`src/rtl/pgit_consts.svh`:
```
// Timing constants for the power gating interval timer.
// Assumes a single core clock at 40 MHz; counts derive from it, except the interval maximum, which uses a fixed 40000 cycles per ms.
`ifndef PGIT_CONSTS_SVH
`define PGIT_CONSTS_SVH

`define PGIT_CLK_HZ 40000000
// Guard window at end of every interval, in ms
`define PGIT_GUARD_MS 50
`define PGIT_GUARD_CYC ((`PGIT_CLK_HZ / 1000) * `PGIT_GUARD_MS)
// Manual-on filter: minimum width and observation window, in ms
`define PGIT_MAN_MIN_MS 20
`define PGIT_MAN_MIN_CYC ((`PGIT_CLK_HZ / 1000) * `PGIT_MAN_MIN_MS)
`define PGIT_MAN_OBS_MS 30
`define PGIT_MAN_OBS_CYC ((`PGIT_CLK_HZ / 1000) * `PGIT_MAN_OBS_MS)
// Resistor conversion time, in ms
`define PGIT_MEAS_MS 100
`define PGIT_MEAS_CYC ((`PGIT_CLK_HZ / 1000) * `PGIT_MEAS_MS)
// Interval range, in ms
`define PGIT_IVL_MIN_MS 100
`define PGIT_IVL_MAX_MS 7200000
`define PGIT_IVL_MIN_CYC ((`PGIT_CLK_HZ / 1000) * `PGIT_IVL_MIN_MS)
`define PGIT_IVL_MAX_CYC (64'd40000 * 64'd7200000)

`endif

```
`src/rtl/pgit_pkg.sv`:
```
// Types shared by the power gating interval timer.
// Assumes the constants header is included by the design file.
`default_nettype none
package pgit_pkg;
   // Top-level sequencer states
   typedef enum logic [1:0] {
      PGIT_MEASURE,
      PGIT_IDLE,
      PGIT_DRIVE,
      PGIT_GUARD
   } pgit_state_t;

   // Result of the one-time resistor measurement
   typedef struct packed {
      logic valid;
      logic [38:0] cycles;
   } pgit_interval_t;
endpackage
`default_nettype wire

```
`src/rtl/pgit_timer.sv`:
```
// Power gating interval timer: drives an active-low MOSFET gate.
// Assumes one 40 MHz clock, sync reset standing for power-on reset, and
// an external converter that reports the resistor reading as a cycle count.
`include "pgit_consts.svh"
`default_nettype none

// ----------------------------------------------------------------
// Design notes
// ----------------------------------------------------------------
// Time base
//    Every count runs on core_clk; no prescaler.
//    Wide counters trade area for one clock domain.
//    Interval counter is 39 bits to reach the longest interval.
//    Filter counters are 32 bits; ample for millisecond windows.
//
// Measurement phase
//    The analog conversion sits outside this block.
//    Its result arrives as a cycle count, sampled once.
//    A held manual level restarts the conversion count,
//    so a stuck switch delays start-up rather than
//    fixing a bogus interval.
//    The mode pin is sampled at the same edge; later
//    changes on it are not looked at.
//
// Gate sequencing
//    Interval start: gate falls and the counter clears.
//    Drive phase ends at interval minus guard, or on
//    the first accepted acknowledge.
//    Guard phase holds the gate high until the interval
//    ends or a manual request is accepted, so the switch
//    opens before the next start.
//    An early acknowledge stretches the high time, not
//    the interval: the counter keeps running.
//
// Acknowledge handling
//    Only a rising edge counts; a long high level acts once.
//    One acknowledge per interval; later ones are dropped.
//    Acknowledges in the guard phase still use up the
//    interval's single acknowledge.
//    While the manual level is high nothing is accepted,
//    so a held switch keeps the host powered.
//
// Manual power-on
//    The level must be high for the minimum width in total inside
//    the observation window before it counts.
//    After a valid request the filter waits for a full
//    filter time low, so release bounce is harmless.
//    A request while the gate is low is dropped.
//    While the validated request is still held the interval
//    counter stays at zero; counting starts on release.
//    A second press during that pulse is not a new request
//    and does not stop the count again.
//
// Limitations
//    Pin electrical behaviour is not modelled here.
//    The resistor-to-interval arithmetic is done outside.
//    Gate output comes straight from a flip-flop; the pad
//    decides the edge rates.
//    Input lag is four clocks at most through the
//    synchronisers, small against millisecond windows.
//
// Reset
//    Reset stands for power-on reset: all timing clears,
//    the gate rests high and measurement starts over.
//

module pgit_timer #(
   parameter int unsigned GUARD_CYC = `PGIT_GUARD_CYC,
   parameter int unsigned MAN_MIN_CYC = `PGIT_MAN_MIN_CYC,
   parameter int unsigned MAN_OBS_CYC = `PGIT_MAN_OBS_CYC,
   parameter int unsigned MEAS_CYC = `PGIT_MEAS_CYC,
   parameter logic [38:0] IVL_MIN_CYC = 39'(`PGIT_IVL_MIN_CYC),
   parameter logic [38:0] IVL_MAX_CYC = 39'(`PGIT_IVL_MAX_CYC)
) (
   input wire logic core_clk,
   input wire logic reset,
   // Shared pin, digital view: high means manual power-on request
   input wire logic interval_set_manual_on,
   // Resistor reading in clock cycles, sampled when measurement ends
   input wire pgit_pkg::pgit_interval_t interval_resistor,
   input wire logic done,
   input wire logic mode_periodic,
   output logic gate_drive_n,
   output logic measuring
);

   // ----------------------------------------------------------------
   // Input synchronisers
   // ----------------------------------------------------------------
   logic [2:0] man_sync_q;
   logic [2:0] done_sync_q;
   logic [2:0] mode_sync_q;
   logic man_lvl_q;
   logic done_lvl_q;
   logic mode_lvl_q;

   // Three stages; a change counts once stages two and three agree
   always_ff @(posedge core_clk) begin
      if (reset) begin
         man_sync_q <= 3'h0;
         done_sync_q <= 3'h0;
         mode_sync_q <= 3'h0;
         man_lvl_q <= 1'b0;
         done_lvl_q <= 1'b0;
         mode_lvl_q <= 1'b0;
      end else begin
         man_sync_q <= {man_sync_q[1:0], interval_set_manual_on};
         done_sync_q <= {done_sync_q[1:0], done};
         mode_sync_q <= {mode_sync_q[1:0], mode_periodic};
         if (man_sync_q[1] == man_sync_q[2])
            man_lvl_q <= man_sync_q[2];
         if (done_sync_q[1] == done_sync_q[2])
            done_lvl_q <= done_sync_q[2];
         if (mode_sync_q[1] == mode_sync_q[2])
            mode_lvl_q <= mode_sync_q[2];
      end
   end

   // Rising edge only; falling edges mean nothing
   wire done_rise = done_sync_q[2] & ~done_lvl_q;

   // ----------------------------------------------------------------
   // Manual power-on filter
   // ----------------------------------------------------------------
   logic [31:0] obs_cnt_q;
   logic [31:0] high_cnt_q;
   logic man_valid_q;
   logic man_held_q;

   // Window opens on a high level; request valid once high for the
   // minimum width inside the window. Released only after a full
   // filter time low, so bounce on release does not retrigger.
   wire obs_open = (obs_cnt_q != 32'h0);
   wire man_hit = man_lvl_q && (high_cnt_q + 32'h1 >= MAN_MIN_CYC);
   always_ff @(posedge core_clk) begin
      if (reset) begin
         obs_cnt_q <= 32'h0;
         high_cnt_q <= 32'h0;
         man_valid_q <= 1'b0;
         man_held_q <= 1'b0;
      end else if (man_held_q) begin
         // Hold until input low for the debounce time
         if (man_lvl_q)
            high_cnt_q <= 32'h0;
         else
            high_cnt_q <= high_cnt_q + 32'h1;
         man_valid_q <= 1'b0;
         if (!man_lvl_q && high_cnt_q + 32'h1 >= MAN_MIN_CYC)
            man_held_q <= 1'b0;
      end else if (man_hit && obs_open) begin
         man_valid_q <= 1'b1;
         man_held_q <= 1'b1;
         obs_cnt_q <= 32'h0;
         high_cnt_q <= 32'h0;
      end else if (obs_open) begin
         obs_cnt_q <= (obs_cnt_q + 32'h1 >= MAN_OBS_CYC) ?
            32'h0 : obs_cnt_q + 32'h1;
         high_cnt_q <= man_lvl_q ? high_cnt_q + 32'h1 : high_cnt_q;
         man_valid_q <= 1'b0;
      end else begin
         obs_cnt_q <= man_lvl_q ? 32'h1 : 32'h0;
         high_cnt_q <= man_lvl_q ? 32'h1 : 32'h0;
         man_valid_q <= 1'b0;
      end
   end

   // ----------------------------------------------------------------
   // Interval sequencer
   // ----------------------------------------------------------------
   pgit_pkg::pgit_state_t state_q;
   logic [38:0] ivl_q;
   logic [38:0] cnt_q;
   logic [31:0] meas_q;
   logic periodic_q;
   logic acked_q;
   logic manual_run_q;
   logic gate_q;

   // Clamp the reading into the selectable range
   wire [38:0] rd = interval_resistor.cycles;
   wire [38:0] ivl_clamped = (rd < IVL_MIN_CYC) ? IVL_MIN_CYC :
      (rd > IVL_MAX_CYC) ? IVL_MAX_CYC : rd;
   wire [38:0] drive_end = ivl_q - 39'(GUARD_CYC);
   wire cnt_last = (cnt_q + 39'h1 >= ivl_q);
   wire drive_last = (cnt_q + 39'h1 >= drive_end);
   // Acknowledge held off while manual input high or already used
   wire ack_ok = done_rise && !acked_q && !man_lvl_q;
   // Manual request only counts while gate high
   wire man_go = man_valid_q && gate_q;

   always_ff @(posedge core_clk) begin
      if (reset) begin
         state_q <= pgit_pkg::PGIT_MEASURE;
         ivl_q <= 39'h0;
         cnt_q <= 39'h0;
         meas_q <= 32'h0;
         periodic_q <= 1'b0;
         acked_q <= 1'b0;
         manual_run_q <= 1'b0;
         gate_q <= 1'b1;
      end else begin
         unique case (state_q)
            pgit_pkg::PGIT_MEASURE: begin
               // Manual-on aborts and restarts the measurement
               if (man_lvl_q)
                  meas_q <= 32'h0;
               else if (meas_q + 32'h1 >= MEAS_CYC) begin
                  ivl_q <= ivl_clamped;
                  periodic_q <= mode_lvl_q;
                  cnt_q <= 39'h0;
                  acked_q <= 1'b0;
                  gate_q <= 1'b0;
                  state_q <= pgit_pkg::PGIT_DRIVE;
               end else
                  meas_q <= meas_q + 32'h1;
            end
            pgit_pkg::PGIT_DRIVE: begin
               // Hold ends at release; a later press is ignored
               if (!man_lvl_q)
                  manual_run_q <= 1'b0;
               if (man_lvl_q && manual_run_q)
                  cnt_q <= 39'h0; // counting resumes on release
               else
                  cnt_q <= cnt_q + 39'h1;
               if (man_lvl_q && manual_run_q) begin
                  gate_q <= 1'b0; // long hold keeps host on
               end else if (ack_ok) begin
                  acked_q <= 1'b1;
                  gate_q <= 1'b1;
                  state_q <= pgit_pkg::PGIT_GUARD;
               end else if (drive_last) begin
                  gate_q <= 1'b1;
                  state_q <= pgit_pkg::PGIT_GUARD;
               end
            end
            pgit_pkg::PGIT_GUARD: begin
               cnt_q <= cnt_q + 39'h1;
               if (done_rise)
                  acked_q <= 1'b1;
               if (man_go) begin
                  cnt_q <= 39'h0;
                  acked_q <= 1'b0;
                  manual_run_q <= 1'b1;
                  gate_q <= 1'b0;
                  state_q <= pgit_pkg::PGIT_DRIVE;
               end else if (cnt_last && periodic_q) begin
                  cnt_q <= 39'h0;
                  acked_q <= 1'b0;
                  manual_run_q <= 1'b0;
                  gate_q <= 1'b0;
                  state_q <= pgit_pkg::PGIT_DRIVE;
               end else if (cnt_last) begin
                  manual_run_q <= 1'b0;
                  state_q <= pgit_pkg::PGIT_IDLE;
               end
            end
            pgit_pkg::PGIT_IDLE: begin
               // One-shot rest; gate stays high
               if (man_go) begin
                  cnt_q <= 39'h0;
                  acked_q <= 1'b0;
                  manual_run_q <= 1'b1;
                  gate_q <= 1'b0;
                  state_q <= pgit_pkg::PGIT_DRIVE;
               end
            end
         endcase
      end
   end

   // ----------------------------------------------------------------
   // Outputs
   // ----------------------------------------------------------------
   // Low powers the host; high from reset through measurement
   assign gate_drive_n = gate_q;
   assign measuring = (state_q == pgit_pkg::PGIT_MEASURE);

endmodule
`default_nettype wire

```
`config.mk`:
```
export PLATFORM = sky130hd
export DESIGN_NAME = pgit_timer
export DESIGN_NICKNAME = d
export VERILOG_FILES = /design/src/rtl/pgit_pkg.sv /design/src/rtl/pgit_timer.sv
export VERILOG_INCLUDE_DIRS = /design/src /design/src/rtl
export SDC_FILE = /design/constraint.sdc
export NUM_CORES = 1
export LEC_CHECK = 0
export ABC_AREA = 1
export BUFFER_PORTS_ARGS = -buffer_cell sky130_fd_sc_hd__buf_2
export CAP_MARGIN = 10
export CORE_MARGIN = 2
export CORE_UTILIZATION = 27
export DETAILED_ROUTE_END_ITERATION = 16
export PLACE_DENSITY = 0.43
export SLEW_MARGIN = 20
export SYNTH_ARGS = -nofsm -noshare
export SYNTH_HDL_FRONTEND = slang
export SYNTH_SLANG_ARGS = --single-unit
```
`constraint.sdc`:
```
create_clock -name core_clk -period 3.48 [get_ports core_clk]
set_input_delay 1.044 -clock core_clk [delete_from_list [all_inputs] [get_ports core_clk]]
set_output_delay 1.044 -clock core_clk [all_outputs]
set_load 0.1 [all_outputs]
```
==> Implementation_results.wiki <==
{| class="wikitable"
! Metric !! Value
|-
| Status || complete, but fails checks
|-
| Failing checks || negative setup slack
|-
| Maximum clock rate || 277 MHz
|-
| Tot Pwr || roughly 4.5 mW
|-
| DR DRC count || 0
|-
| Critical Setup Path Class || flip-flop to flip-flop
|-
| Layout filler cell count || between 5000 and 6000
|-
| Largest fanout on the critical path || 3
|-
| Area growth, synth to finish || 29.0%
|-
| TritonCTS clock tree || done
|-
| Distinct cell type count of the synthesized netlist || 46
|-
| Max Cap Violations || 0
|-
| Clock period minus final worst setup slack || between 3 and 4 ns
|-
| Sort of element at the end of the critical path || flip-flop
|-
| Largest area contributor in the netlist || dfxtp_1
|-
| Final setup margin || -0.129 ns
|-
| Post-DR vias/cell || 4.54
|-
| Post-DR wirelength/cell || roughly 14 µm
|-
| Initial antenna violation count || 1
|-
| Final cycle utilization of the critical path || 104%
|-
| Hold violation total from the final report || 0
|-
| Slew HR || between 20 and 30%
|-
| Die extent in x || 236 µm
|-
| Worst slew pin tran || 1.05 ns
|-
| Final Slew Violations || 0
|-
| Data arrival time of the critical path || roughly 4 ns
|-
| Post-Synthesis Net Count || 2542
|-
| Sequential fraction of the synthesis area || between 20% and 30%
|-
| Worst hold slack after final layout || approximately 0.44 ns
|-
| Util after Layout || a little over a third
|-
| Post-synthesis instance total || around 2400
|-
| Total Nets Final || roughly 2800
|-
| Count of H-tree levels built during CTS || 4
|-
| Number of enable-type register cells in the synthesized netlist || 0
|-
| Global-route wire length before repair || 75.5 mm
|-
| Global route total overflow || 0
|-
| Cell Count Post-Placement || 3264
|-
| Pleak || between 8 and 9 nW
|-
| Multi-input gate area || 10000 µm²
|-
| Clock skew || approximately 0.016 ns
|-
| Worst Reg-to-Reg Cells || 26
|-
| Data required, critical path || slightly below 4 ns
|-
| Full die area || 55500 µm²
|-
| Clock transition at the register clock pins on the worst setup and hold paths after CTS || 0.09 ns
|-
| HPWL Detailed || about 35 mm
|-
| Root Driver || clkbuf_16
|-
| Area of all sequential standard cells || about 4000 µm²
|-
| Synth area leaders || dfxtp_1 27%, nand2_1 18%, nor2_1 11%
|-
| Final design area excluding fillers || 18700 µm²
|-
| Antenna-violating nets left || 0
|-
| Clock tree sinks || just under 200
|-
| Ratio of cells with drive above 1 in the final layout || between 15 and 20%
|-
| Mean area per synthesized cell || between 5 and 6 µm²
|-
| Standard-cell rows || 84
|-
| Number of top-level design ports || between 40 and 50
|-
| Worst voltage drop across the vdd grid || 0.380 mV
|-
| Final setup violation count || 43
|-
| Setup repair after global routing missed its margin || yes
|-
| Synth top area share || a little over a quarter
|-
| GRT Total Usage || 16.9%
|-
| WL final || ~46 mm
|-
| Post-route setup TNS || -3.49 ns
|-
| CP Launch Type || flip-flop
|-
| Pre-antenna DRT Iters || 5
|-
| Cell Area, Placed || 16700 µm²
|-
| Pin count of the biggest net entering global routing || 59
|-
| Proportion of synthesized flip-flops having asynchronous set or reset || 0%
|-
| Total of flip-flops plus latches after synthesis || 194
|-
| Routed via count || ~15000
|-
| Pre-CTS WS || -0.479 ns
|-
| CTS max path bufs || 2
|-
| Number of violations reported at the end of detailed-routing iteration 0 || 880
|-
| Worst Hold Depth || 2
|-
| Core region area || between 50000 and 60000 µm²
|-
| Ratio of total power to cell area || between 200 and 250 nW/µm²
|-
| Number of warnings reported in the yosys synthesis log || 0
|-
| Post-layout instance count excluding filler cells || roughly 3300
|-
| Number of buffers inserted for hold repair after clock tree synthesis || 0
|-
| Height of the die || about 240 µm
|-
| Commonest register cell after synthesis || dfxtp_1
|-
| TritonCTS buffer count || 17
|-
| Initial Util || a little over a quarter
|-
| Vias in the first global route || approximately 15000
|-
| Worst min-delay path category || flip-flop to flip-flop
|-
| Number of buffers added on ports || between 40 and 50
|-
| Summed instance area of the synthesized netlist || roughly 14000 µm²
|-
| Clock network latency to the later pin of the worst-skew pair || approximately 0.51 ns
|-
| Final weighted congestion in routability-driven placement || approximately 0.87
|}
-- synthesized netlist by cell type, types with 2 or more instances --
library cell	count
nand2_1	679
nor2_1	440
inv_1	317
dfxtp_1	194
nand3_1	123
a21oi_1	116
xor2_1	83
ha_1	79
nand4_1	64
o21ai_0	63
nor3_1	50
clkbuf_1	31
nor4_1	23
o21ai_1	19
buf_2	14
nor2_2	12
inv_2	11
o21a_1	9
xnor2_1	9
buf_1	8
nand2_2	8
nand3b_1	8
buf_4	7
nand3_2	6
buf_6	5
nand2_4	5
o22ai_1	5
a21o_1	4
a211oi_1	3
a22oi_1	2
a31oi_1	2
nor2_4	2
nor3_2	2
o21bai_1	2
o311ai_0	2
-- cells in the final DEF, fill, tap and decap left out, types with 7 or more instances in the layout --
cell         n
dfxtp_1    188
xnor2_1      9
nand2_2     24
o21ai_1     22
nand3_1    108
nand2_4     15
buf_2       44
nor4_1      19
buf_6        7
nand3b_1     8
inv_2       21
xor2_2       8
clkbuf_16   18
nand2_1    653
a21oi_1    109
nand3_2     16
nor2_2      37
nor3_2      10
o21a_1       9
ha_1        66
ha_4        13
nor3_1      40
nand4_1     64
nor2_1     377
nor2_4      40
o21ai_0     59
inv_1      305
xor2_1      73
buf_4      201
-- area by class of cell --
class	count	area share, %
diodes	1	0.0134
clock buffers	17	2.28
clock inverters	15	1.04
inverters	329	6.69
multi-input cells	1830	53.7
flip-flops and latches	194	20.9
well taps	688	4.61
repair buffers	262	10.8
-- power breakdown --
group / internal [mW] / leakage [nW] / switching, mW
clock: 0.993 / 0.301 / 1.15
sequential: 2.22 / 1.57 / 0.00620
combinational: 0.0434 / 6.73 / 0.105
-- metal layers --
metal	share of wire (%)	vias up	track usage (%)
li1	-	8063	-
met1	50	6875	22.7
met2	45	181	27.8
met3	2.7	36	2.63
met4	1.8	0	5.08
met5	0	-	0
-- path summary, 6_finish.rpt --
check,from,endpoint,slack [ns]
min reg2reg,done_sync_q[0],done_sync_q[1],0.44
max,cnt_q[0],gate_drive_n,-0.13
max reg2reg,cnt_q[0],gate_drive_n,-0.13
min,done_sync_q[0],done_sync_q[1],0.44
-- logic make-up after synthesis --
| group | Yosys count | synth area share (%) |
|---|---|---|
| adders and majority gates | 79 | 6.82 |
| xor gates and xnor gates | 92 | 5.56 |
| and+or+nand+nor | 1428 | 41.5 |
| buffers and inverters | 394 | 10.8 |
| AOI/OAI and AO/OA | 231 | 8.58 |
| DFF | 194 | 26.8 |
-- sequential cells by signal, indices dropped and copies added, names as in the netlist --
name / cells
cnt_q: 39
state_q: 2
man_sync_q: 3
meas_q: 32
periodic_q: 1
done_lvl_q: 1
obs_cnt_q: 32
man_valid_q: 1
gate_drive_n: 1
man_lvl_q: 1
man_held_q: 1
high_cnt_q: 32
done_sync_q: 3
mode_sync_q: 3
mode_lvl_q: 1
ivl_q: 39
acked_q: 1
manual_run_q: 1
-- worst max-delay path, stage by stage, from the launching register on --
cell	delay, ns
dfxtp_4	0.37
ha_4	0.15
nand3_4	0.08
inv_4	0.07
nand3_4	0.07
nor2_4	0.13
nand2_4	0.07
nor3_4	0.21
nand3_2	0.15
buf_6	0.16
xor2_4	0.17
inv_2	0.08
buf_4	0.13
buf_4	0.12
ha_1	0.28
nand2_1	0.06
inv_2	0.06
nand4_1	0.15
nor2_2	0.15
nand3_1	0.08
nand4_1	0.18
buf_4	0.15
nor3_2	0.03
nor2_1	0.15
nand3_1	0.09
nand2_1	0.09
nand3_1	0.06
-- timing repair --
action | 4_1_cts | 5_1_grt
hold endpoints to repair | 0 | 0
gates resized for setup | 107 | 147
pin swaps | 74 | 106
cloned | 3 | 1
setup buffers | 20 | 21
setup endpoints to repair | 44 | 44
No activity file was read; power rests on OpenSTA's default activity.
